`config.mk`:
```
export PLATFORM = sky130hd
export DESIGN_NAME = rtcaw_top
export DESIGN_NICKNAME = d
export VERILOG_FILES = /design/src/design/rtcaw_pkg.sv /design/src/design/rtcaw_top.sv /design/src/design/rtcaw_tick_div.sv /design/src/design/rtcaw_watchdog.sv
export SDC_FILE = /design/constraint.sdc
export NUM_CORES = 1
export LEC_CHECK = 0
export BUFFER_PORTS_ARGS = -buffer_cell sky130_fd_sc_hd__buf_4
export CORE_UTILIZATION = 59
export DETAILED_ROUTE_END_ITERATION = 10
export PLACE_DENSITY = 0.85
export SLEW_MARGIN = 20
export SYNTH_ARGS = -nofsm -noshare
export SYNTH_HDL_FRONTEND = slang
export SYNTH_SLANG_ARGS = --single-unit
```
`constraint.sdc`:
```
create_clock -name clk_in -period 5.5 [get_ports clk_in]
set_input_delay 0.275 -clock clk_in [delete_from_list [all_inputs] [get_ports clk_in]]
set_output_delay 0.275 -clock clk_in [all_outputs]
set_load 0.01 [all_outputs]
```
`src/design/rtcaw_pkg.sv`:
```
package rtcaw_pkg;

    // Register port
    localparam int unsigned ADDR_W = 8;
    localparam int unsigned DATA_W = 32;

    localparam logic [7:0] OFF_SECONDS = 8'h00;
    localparam logic [7:0] OFF_SUBSEC = 8'h04;
    localparam logic [7:0] OFF_ALARM = 8'h08;
    localparam logic [7:0] OFF_CTRL = 8'h0C;
    localparam logic [7:0] OFF_WD_SERVICE = 8'h10;
    localparam logic [7:0] OFF_INT_STATUS = 8'h14;
    localparam logic [7:0] OFF_INT_MASK = 8'h18;
    localparam logic [7:0] OFF_STATE = 8'h1C;

    // Control register fields
    localparam int unsigned CTRL_WD_EN_BIT = 0;
    localparam int unsigned CTRL_AL_EN_BIT = 1;
    localparam int unsigned CTRL_SLEEP_BIT = 2;

    // Interrupt status / mask fields
    localparam int unsigned INT_W = 2;
    localparam int unsigned INT_ALARM_BIT = 0;
    localparam int unsigned INT_WD_BIT = 1;

    // State register fields
    localparam int unsigned STATE_SLEEP_BIT = 0;
    localparam int unsigned STATE_WD_RST_BIT = 1;

    // Counter widths
    localparam int unsigned SEC_W = 32;
    localparam int unsigned SUB_W = 8;
    localparam int unsigned ALARM_W = 20;

    // Reset values
    localparam logic [31:0] SEC_RESET = 32'h0000_0000;
    localparam logic [7:0] SUB_RESET = 8'h00;
    localparam logic [19:0] ALARM_RESET = 20'h00000;
    localparam logic [1:0] INT_MASK_RESET = 2'h0;

    // Oscillator derived timing
    localparam int unsigned OSC_HZ = 32768;
    localparam int unsigned SUB_HZ = 256;
    localparam int unsigned PRESCALE = OSC_HZ / SUB_HZ;
    localparam int unsigned PRESCALE_W = 7;
    localparam logic [6:0] PRESCALE_LAST = 7'(PRESCALE - 1);
    localparam logic [7:0] SUB_LAST = 8'hFF;

    // Watchdog timing in milliseconds and in 256 Hz ticks
    localparam int unsigned WD_TIMEOUT_MS = 500;
    localparam int unsigned WD_HOLD_MS = 250;
    localparam int unsigned WD_QUARTER_TICKS = (SUB_HZ * WD_HOLD_MS) / 1000;
    localparam int unsigned WD_QUARTER_W = 6;
    localparam logic [5:0] WD_QUARTER_LAST = 6'(WD_QUARTER_TICKS - 1);
    localparam int unsigned WD_TIMEOUT_QUARTERS = WD_TIMEOUT_MS / WD_HOLD_MS;
    localparam logic [1:0] WD_BITE_COUNT = 2'(WD_TIMEOUT_QUARTERS);

    typedef enum logic [1:0] {
        WD_IDLE,
        WD_WATCH,
        WD_HOLD
    } rtcaw_wd_state_e;

endpackage : rtcaw_pkg

```
`src/design/rtcaw_top.sv`:
```
// Summary of operation
// - Time is held in a 32-bit seconds counter and an 8-bit subsecond counter.
// - A 256 Hz reference divided from the 32.768 kHz oscillator steps the subsecond count.
// - Each subsecond overflow is a 1 Hz tick that adds one to the seconds counter.
// - Clock and oscillator logic keep running while the rest of the device sleeps.
// - With the alarm enabled, its flag sets when the alarm value equals the low 20 bits of seconds.
// - A firing alarm clears the alarm enable bit by itself.
// - A firing alarm takes the device out of sleep.
// - Writing one to the watchdog enable bit starts the watchdog.
// - Enabled and unserviced for 500 ms, the watchdog drives reset for 250 ms.
// - Since sampling is on a free tick, the timeout lands between 500 ms and 750 ms.
// - Writing zero to the watchdog enable bit stops any further watchdog reset.
// - Clock, alarm and watchdog are all timed from the 32.768 kHz oscillator.
// - Alarm status is a maskable source of the interrupt output.
`timescale 1ns/100ps
`default_nettype none

module rtcaw_top (
    input wire logic clk_in,
    input wire logic rst_in,
    input wire logic osc_32k_in,
    input wire logic [7:0] addr_in,
    input wire logic [31:0] wdata_in,
    input wire logic wr_in,
    input wire logic rd_in,
    output logic [31:0] rdata_out,
    output logic irq_out,
    output logic wdt_reset_out,
    output logic sleep_out
);

    ////////////////////////////////////////////////////////////////////////////////
    // Declarations

    logic osc_q;
    logic osc_rise;

    logic [31:0] seconds;
    logic [31:0] next_seconds;
    logic [7:0] subsec;
    logic [7:0] sub_stage;
    logic [7:0] sub_snap;
    logic [19:0] alarm_match_value;
    logic alarm_enable;
    logic watchdog_enable;
    logic sleep;
    logic [1:0] int_status;
    logic [1:0] interrupt_mask_register;
    logic [1:0] next_int_status;
    logic sec_tick_q;

    logic sub_step;
    logic sec_tick;
    logic quarter_tick;
    logic wd_reset;
    logic wd_bite;
    logic alarm_fire;

    logic wr_seconds;
    logic wr_subsec;
    logic wr_alarm;
    logic wr_ctrl;
    logic wr_service;
    logic wr_int_status;
    logic wr_int_mask;
    logic rd_seconds;
    logic [31:0] read_mux;
    logic [31:0] next_rdata;
    logic [31:0] ctrl_word;
    logic [31:0] state_word;
    logic [1:0] int_set;
    logic [1:0] int_clear;
    logic irq_level;

    ////////////////////////////////////////////////////////////////////////////////
    // Oscillator edge and prescaler

    // Every timebase step comes from an oscillator edge
    assign osc_rise = osc_32k_in && !osc_q;

    always_ff @(posedge clk_in or posedge rst_in) begin
        if (rst_in) begin
            osc_q <= 1'b0;
        end else begin
            osc_q <= osc_32k_in;
        end
    end

    // Divide by 128 down to the 256 Hz reference
    rtcaw_tick_div #(
        .WIDTH(rtcaw_pkg::PRESCALE_W),
        .LAST(rtcaw_pkg::PRESCALE_LAST)
    ) u_prescale (
        .clk_in(clk_in),
        .rst_in(rst_in),
        .clear_in(1'b0),
        .load_in(1'b0),
        .load_value_in(7'h00),
        .step_in(osc_rise),
        .count_out(),
        .tick_out(sub_step)
    );

    ////////////////////////////////////////////////////////////////////////////////
    // Subsecond and seconds counters

    // Subsecond counter; its wrap is the 1 Hz tick
    rtcaw_tick_div #(
        .WIDTH(rtcaw_pkg::SUB_W),
        .LAST(rtcaw_pkg::SUB_LAST)
    ) u_subsec (
        .clk_in(clk_in),
        .rst_in(rst_in),
        .clear_in(1'b0),
        .load_in(wr_seconds),
        .load_value_in(sub_stage),
        .step_in(sub_step),
        .count_out(subsec),
        .tick_out(sec_tick)
    );

    // Host load wins over a tick in the same cycle
    always_comb begin
        next_seconds = seconds;
        if (wr_seconds) begin
            next_seconds = wdata_in;
        end else if (sec_tick) begin
            next_seconds = 32'(seconds + 1'b1);
        end
    end

    always_ff @(posedge clk_in or posedge rst_in) begin
        if (rst_in) begin
            seconds <= rtcaw_pkg::SEC_RESET;
        end else begin
            seconds <= next_seconds;
        end
    end

    // Staged subseconds commit with the seconds word; read snapshot pairs them
    always_ff @(posedge clk_in or posedge rst_in) begin
        if (rst_in) begin
            sub_stage <= rtcaw_pkg::SUB_RESET;
        end else if (wr_subsec) begin
            sub_stage <= wdata_in[7:0];
        end
    end

    always_ff @(posedge clk_in or posedge rst_in) begin
        if (rst_in) begin
            sub_snap <= rtcaw_pkg::SUB_RESET;
        end else if (rd_seconds) begin
            sub_snap <= subsec;
        end
    end

    ////////////////////////////////////////////////////////////////////////////////
    // Quarter-second timebase for the watchdog

    rtcaw_tick_div #(
        .WIDTH(rtcaw_pkg::WD_QUARTER_W),
        .LAST(rtcaw_pkg::WD_QUARTER_LAST)
    ) u_quarter (
        .clk_in(clk_in),
        .rst_in(rst_in),
        .clear_in(1'b0),
        .load_in(1'b0),
        .load_value_in(6'h00),
        .step_in(sub_step),
        .count_out(),
        .tick_out(quarter_tick)
    );

    // Timeout counted in free-running quarter ticks
    rtcaw_watchdog u_watchdog (
        .clk_in(clk_in),
        .rst_in(rst_in),
        .enable_in(watchdog_enable),
        .service_in(wr_service),
        .quarter_tick_in(quarter_tick),
        .sub_tick_in(sub_step),
        .reset_out(wd_reset),
        .bite_out(wd_bite)
    );

    ////////////////////////////////////////////////////////////////////////////////
    // Time-of-day alarm

    // Compared one cycle after the seconds step, against the new count
    assign alarm_fire = sec_tick_q && alarm_enable
        && (seconds[rtcaw_pkg::ALARM_W-1:0] == alarm_match_value);

    always_ff @(posedge clk_in or posedge rst_in) begin
        if (rst_in) begin
            sec_tick_q <= 1'b0;
        end else begin
            sec_tick_q <= sec_tick && !wr_seconds;
        end
    end

    ////////////////////////////////////////////////////////////////////////////////
    // Register decode

    assign wr_seconds = wr_in && (addr_in == rtcaw_pkg::OFF_SECONDS);
    assign wr_subsec = wr_in && (addr_in == rtcaw_pkg::OFF_SUBSEC);
    assign wr_alarm = wr_in && (addr_in == rtcaw_pkg::OFF_ALARM);
    assign wr_ctrl = wr_in && (addr_in == rtcaw_pkg::OFF_CTRL);
    assign wr_service = wr_in && (addr_in == rtcaw_pkg::OFF_WD_SERVICE);
    assign wr_int_status = wr_in && (addr_in == rtcaw_pkg::OFF_INT_STATUS);
    assign wr_int_mask = wr_in && (addr_in == rtcaw_pkg::OFF_INT_MASK);
    assign rd_seconds = rd_in && (addr_in == rtcaw_pkg::OFF_SECONDS);

    ////////////////////////////////////////////////////////////////////////////////
    // Control, alarm value and sleep

    // Alarm seconds at 1 s resolution
    always_ff @(posedge clk_in or posedge rst_in) begin
        if (rst_in) begin
            alarm_match_value <= rtcaw_pkg::ALARM_RESET;
        end else if (wr_alarm) begin
            alarm_match_value <= wdata_in[rtcaw_pkg::ALARM_W-1:0];
        end
    end

    // Watchdog enable, also its stop control
    always_ff @(posedge clk_in or posedge rst_in) begin
        if (rst_in) begin
            watchdog_enable <= 1'b0;
        end else if (wr_ctrl) begin
            watchdog_enable <= wdata_in[rtcaw_pkg::CTRL_WD_EN_BIT];
        end
    end

    // Alarm trip clears the enable even against a host write
    always_ff @(posedge clk_in or posedge rst_in) begin
        if (rst_in) begin
            alarm_enable <= 1'b0;
        end else if (alarm_fire) begin
            alarm_enable <= 1'b0;
        end else if (wr_ctrl) begin
            alarm_enable <= wdata_in[rtcaw_pkg::CTRL_AL_EN_BIT];
        end
    end

    // Wake on alarm wins over a sleep request
    always_ff @(posedge clk_in or posedge rst_in) begin
        if (rst_in) begin
            sleep <= 1'b0;
        end else if (alarm_fire) begin
            sleep <= 1'b0;
        end else if (wr_ctrl) begin
            sleep <= wdata_in[rtcaw_pkg::CTRL_SLEEP_BIT];
        end
    end

    ////////////////////////////////////////////////////////////////////////////////
    // Interrupt status and mask

    assign int_set = {wd_bite, alarm_fire};
    assign int_clear = wr_int_status ? wdata_in[rtcaw_pkg::INT_W-1:0] : 2'h0;
    // Set wins over a write-one clear
    assign next_int_status = (int_status & ~int_clear) | int_set;
    assign irq_level = |(next_int_status & interrupt_mask_register);

    always_ff @(posedge clk_in or posedge rst_in) begin
        if (rst_in) begin
            int_status <= 2'h0;
        end else begin
            int_status <= next_int_status;
        end
    end

    always_ff @(posedge clk_in or posedge rst_in) begin
        if (rst_in) begin
            interrupt_mask_register <= rtcaw_pkg::INT_MASK_RESET;
        end else if (wr_int_mask) begin
            interrupt_mask_register <= wdata_in[rtcaw_pkg::INT_W-1:0];
        end
    end

    ////////////////////////////////////////////////////////////////////////////////
    // Read path

    assign ctrl_word = {29'h0, sleep, alarm_enable, watchdog_enable};
    assign state_word = {30'h0, wd_reset, sleep};

    always_comb begin
        read_mux = 32'h0000_0000;
        case (addr_in)
            rtcaw_pkg::OFF_SECONDS: read_mux = seconds;
            rtcaw_pkg::OFF_SUBSEC: read_mux = {24'h0, sub_snap};
            rtcaw_pkg::OFF_ALARM: read_mux = {12'h0, alarm_match_value};
            rtcaw_pkg::OFF_CTRL: read_mux = ctrl_word;
            rtcaw_pkg::OFF_INT_STATUS: read_mux = {30'h0, int_status};
            rtcaw_pkg::OFF_INT_MASK: read_mux = {30'h0, interrupt_mask_register};
            rtcaw_pkg::OFF_STATE: read_mux = state_word;
            default: read_mux = 32'h0000_0000;
        endcase
    end

    ////////////////////////////////////////////////////////////////////////////////
    // Registered outputs

    // Read data stand only in the slot after the strobe
    assign next_rdata = rd_in ? read_mux : 32'h0000_0000;

    always_ff @(posedge clk_in or posedge rst_in) begin
        if (rst_in) begin
            rdata_out <= 32'h0000_0000;
        end else begin
            rdata_out <= next_rdata;
        end
    end

    // Level interrupt, aligned with the status register
    always_ff @(posedge clk_in or posedge rst_in) begin
        if (rst_in) begin
            irq_out <= 1'b0;
        end else begin
            irq_out <= irq_level;
        end
    end

    always_ff @(posedge clk_in or posedge rst_in) begin
        if (rst_in) begin
            wdt_reset_out <= 1'b0;
        end else begin
            wdt_reset_out <= wd_reset;
        end
    end

    // Sleep level for the power control
    always_ff @(posedge clk_in or posedge rst_in) begin
        if (rst_in) begin
            sleep_out <= 1'b0;
        end else begin
            sleep_out <= sleep;
        end
    end

endmodule : rtcaw_top

`default_nettype wire

```
`src/design/rtcaw_tick_div.sv`:
```
`timescale 1ns/100ps
`default_nettype none

module rtcaw_tick_div #(
    parameter int unsigned WIDTH = 8,
    parameter logic [WIDTH-1:0] LAST = '1
) (
    input wire logic clk_in,
    input wire logic rst_in,
    input wire logic clear_in,
    input wire logic load_in,
    input wire logic [WIDTH-1:0] load_value_in,
    input wire logic step_in,
    output logic [WIDTH-1:0] count_out,
    output logic tick_out
);

    logic [WIDTH-1:0] count;
    logic [WIDTH-1:0] next_count;
    logic at_last;

    assign at_last = (count == LAST);
    assign tick_out = step_in && at_last && !load_in && !clear_in;
    assign count_out = count;

    always_comb begin
        next_count = count;
        if (clear_in) begin
            next_count = '0;
        end else if (load_in) begin
            next_count = load_value_in;
        end else if (step_in) begin
            next_count = at_last ? '0 : WIDTH'(count + 1'b1);
        end
    end

    always_ff @(posedge clk_in or posedge rst_in) begin
        if (rst_in) begin
            count <= '0;
        end else begin
            count <= next_count;
        end
    end

endmodule : rtcaw_tick_div

`default_nettype wire

```
`src/design/rtcaw_watchdog.sv`:
```
`timescale 1ns/100ps
`default_nettype none

module rtcaw_watchdog (
    input wire logic clk_in,
    input wire logic rst_in,
    input wire logic enable_in,
    input wire logic service_in,
    input wire logic quarter_tick_in,
    input wire logic sub_tick_in,
    output logic reset_out,
    output logic bite_out
);

    rtcaw_pkg::rtcaw_wd_state_e state;
    rtcaw_pkg::rtcaw_wd_state_e next_state;
    logic [1:0] quarters;
    logic [1:0] next_quarters;
    logic [5:0] hold;
    logic [5:0] next_hold;
    logic bite;
    logic hold_done;

    // Bite on the first quarter tick after two whole unserviced quarters
    assign bite = (state == rtcaw_pkg::WD_WATCH) && enable_in && !service_in && quarter_tick_in
        && (quarters == rtcaw_pkg::WD_BITE_COUNT);
    assign hold_done = sub_tick_in && (hold == rtcaw_pkg::WD_QUARTER_LAST);

    always_comb begin
        next_state = state;
        next_quarters = quarters;
        next_hold = hold;
        case (state)
            rtcaw_pkg::WD_IDLE: begin
                next_quarters = 2'h0;
                if (enable_in) begin
                    next_state = rtcaw_pkg::WD_WATCH;
                end
            end
            rtcaw_pkg::WD_WATCH: begin
                if (!enable_in) begin
                    next_state = rtcaw_pkg::WD_IDLE;
                end else if (service_in) begin
                    next_quarters = 2'h0;
                end else if (bite) begin
                    next_state = rtcaw_pkg::WD_HOLD;
                    next_hold = 6'h00;
                end else if (quarter_tick_in) begin
                    next_quarters = 2'(quarters + 1'b1);
                end
            end
            rtcaw_pkg::WD_HOLD: begin
                if (!enable_in) begin
                    next_state = rtcaw_pkg::WD_IDLE;
                end else if (hold_done) begin
                    next_state = rtcaw_pkg::WD_WATCH;
                    next_quarters = 2'h0;
                end else if (sub_tick_in) begin
                    next_hold = 6'(hold + 1'b1);
                end
            end
            default: begin
                next_state = rtcaw_pkg::WD_IDLE;
            end
        endcase
    end

    always_ff @(posedge clk_in or posedge rst_in) begin
        if (rst_in) begin
            state <= rtcaw_pkg::WD_IDLE;
            quarters <= 2'h0;
            hold <= 6'h00;
        end else begin
            state <= next_state;
            quarters <= next_quarters;
            hold <= next_hold;
        end
    end

    assign reset_out = (state == rtcaw_pkg::WD_HOLD);
    assign bite_out = bite;

endmodule : rtcaw_watchdog

`default_nettype wire

```
==> results.md <==
* Largest fanout on the critical path at 14
* Slowest cell on crit path: or4_1
* Final hold viol count at 16
* Antenna Cells at 0
* Relative slew slack at 33.57%
* Routed Antenna Nets at 0
* Vias at 5674
* Synth Area in Adders at 1.232%
* Post-synthesis compound-gate area fraction at 10.33%
* CTS tree: done
* First drt pass iteration count at 5
* P&R area growth vs syn at 19.34%
* Synth Instances at 667
* Clock Latency Late Sink at 430 ps
* I/O pins at 80
* Delay-heaviest family, CP: simple AND/OR/NAND/NOR gates
* Sequential share of power at 44.8%
* Synth Area in Simple Gates at 19.14%
* RSZ-0062 raised after global routing: no
* Post-Syn Area at 6904 sq um
* Tot GR Track Use at 29.46%
* FF+latch count, synth at 143
* Min-Delay Path Class: primary input to asynchronous set/reset pin
* Gr ovfl total at 0
* Switching share of power at 23.92%
* Routed length per instance at 19.05 microns
* Post-CTS Setup Repair Bufs at 0
* H-tree depth at 4
* Smallest hold slack at -42.35 ps
* Synth Area per Inst at 10.35 sq um
* Num rows at 39
* Fin nets at 787
* Placer Congestion at 0.9268
* Number of distinct library cells after synthesis at 51
* Asr flop ratio synth at 100.0%
* DP Wirelength at 11220 microns
* Endpoint arrival time on the critical path at 3360 ps
* Yosys warns at 0
* Area fraction of the dominant cell type after synthesis at 51.83%
* Post-synthesis mux area share at 8.137%
* Synth area leaders: dfrtp_1, mux2_2, nand2_1
* Classification of the worst setup path: flop to flop
* Worst setup EP type: flop
* CTS resizes at 0
* Final Util at 72.16%
* Outcome: complete, but fails checks
* Iter 0 DRT Violations at 619
* Crit start category: flop
* Sink Count at 143
* Layout cells sized above 1 at 22.43%
* Commonest cells in the netlist: dfrtp_1, nand2_1, mux2_2
* Final period utilization at 55.01%
* CP bufs+invs at 0
* WL final at 17000 microns
* Top_reg_cell synth: dfrtp_1
* Worst R2R Setup Slack at 2470 ps
* Die W at 110.2 microns
* Clk root buf: clkbuf_16
* Post-Synth XOR/XNOR Area at 6.597%
* Largest family of logic cells by synthesized area: simple AND/OR/NAND/NOR gates
* TritonCTS Buffers at 17
* Max Clk Rate at 330.5 MHz
* DRC at 0
* Seq/Total Area, Yosys at 51.83%
* Worst Max-Slew Pin Slew at 996.4 ps
* IO buf count at 79
* Clock Path Buffers at 2
* Internal power at 2003 uW
* Largest net degree at the start of global routing at 92
* P per Cell Area at 319.6 nW/um^2
* Net Switching at 629.9 uW
* Vias in the first global route at 5386
* CORE AREA at 11420 sq um
* Mapped Nets at 718
* Clk_skew at 8.250 ps
* Clock power frac at 46.4%
* CP max stage delay at 810 ps
* Leak at 0.003833 uW
* DR vias/cell at 6.361
* Final setup fails at 0
* Starting Density at 60.46%
* Yosys top cell by area: dfrtp_1
* Comb power frac at 8.8%
* Violated checks: negative hold slack
* Total negative slack at 0 ps
* Reg clk slew, reported paths at 60 ps
* Die Y at 110.2 microns
* Global-route wire length before repair at 26550 microns
* Number of max-cap violations at 0
* Worst EP required at 5830 ps
* Critical path cell sequence: ha_1 -> nand4b_4 -> or4_1 -> or3_4 -> or4_1 -> a31oi_1
* Top cell by count, worst path: or4_1
* Full die area at 12140 sq um
* Top-count cell post-synth: dfrtp_1
* Hold-fix buffers at CTS at 1
* Initial antenna violation count at 0
* Fin. max-slew vios at 0
* Post-synth EDFFs at 0
* Final min period at 3026 ps
* Worst ir drop on vdd at 326.4 uV
## path summary, 6_finish.rpt
| path | depth (start not counted) | from | end |
|---|---|---|---|
| hold / removal | 2 | rst_in | rdata_out[26] |
| setup reg to reg | 6 | u_prescale.count_out[0] | seconds[31] |
| min in group clk_in | 3 | wdata_in[25] | seconds[25] |
| max in group asynchronous | 3 | rst_in | u_prescale.count_out[4] |
| setup / recovery | 6 | u_prescale.count_out[0] | seconds[31] |
| hold reg to reg | 0 | sleep | sleep_out |
## sequential cells by signal, summed over array words and instances (netlist names), 2 cells and up
register	count
rdata_out	32
u_watchdog.hold	6
u_quarter.count_out	6
u_subsec.count_out	8
u_watchdog.quarters	2
u_watchdog.state	2
interrupt_mask_register	2
seconds	32
u_prescale.count_out	7
sub_snap	8
alarm_match_value	20
int_status	2
sub_stage	8
## through the flow
stage	cell area [sq um]	std cells	hold slack [ps]	power, uW	worst slack, ps
2_1_floorplan	6904	667	306.4	1335	1387
3_3_place_gp	7585	859	422.5	1404	2393
3_5_place_dp	7585	859	424.3	1423	2278
4_1_cts	8232	892	28.51	2636	2474
5_1_grt	8239	892	57.34	2717	2335
6_report	8239	892	-42.35	2633	2474
## cells in the final DEF, fill, tap and decap left out, drive strengths merged, types with 13 or more instances in the layout
cell	netlist	layout
dfrtp	143	143
buf	4	84
nand2	77	77
mux2	41	41
nor2	40	40
o21ai	34	34
xor2	32	32
nand4	23	23
nand3	23	23
clkbuf	31	23
xnor2	20	20
and2	18	18
nor3	16	16
nor4	14	14
a21oi	13	13
inv	13	13
## logic make-up after synthesis
kind of cell / after synthesis
simple gates: 258
fa+ha+maj: 7
xor+xnor: 52
flops: 143
mux: 51
compound gates: 108
buf+inv: 48
## cell type report
cell class / instances / area, sq um
inverter: 13 / 53.80
clock inverter: 9 / 128.9
multi-input combinational: 476 / 3151
timing repair buffer: 85 / 640.6
sequential: 143 / 3578
fill: 769 / 3179
clock buffer: 23 / 508.0
tap: 143 / 178.9
## routing by layer
metal  GRT usage (%)  vias to the layer above  wire length (microns)
met2           47.68                      348                   8095
met3           6.761                       54                   1591
met1           37.94                     2735                   6788
met5               0                        -                      0
li1                -                     2537                      -
met4           13.16                        0                    521
## power groups by stage
| stage | Clock [uW] | Sequential, uW | Combinational, uW |
|---|---|---|---|
| floorplan | 0 | 1170 | 163 |
| global route | 1270 | 1190 | 257 |
| CTS | 1230 | 1180 | 230 |
| detailed placement | 0 | 1190 | 228 |
| global placement | 0 | 1190 | 215 |
| finish | 1220 | 1180 | 232 |
Power figures use the tool's default switching activity.
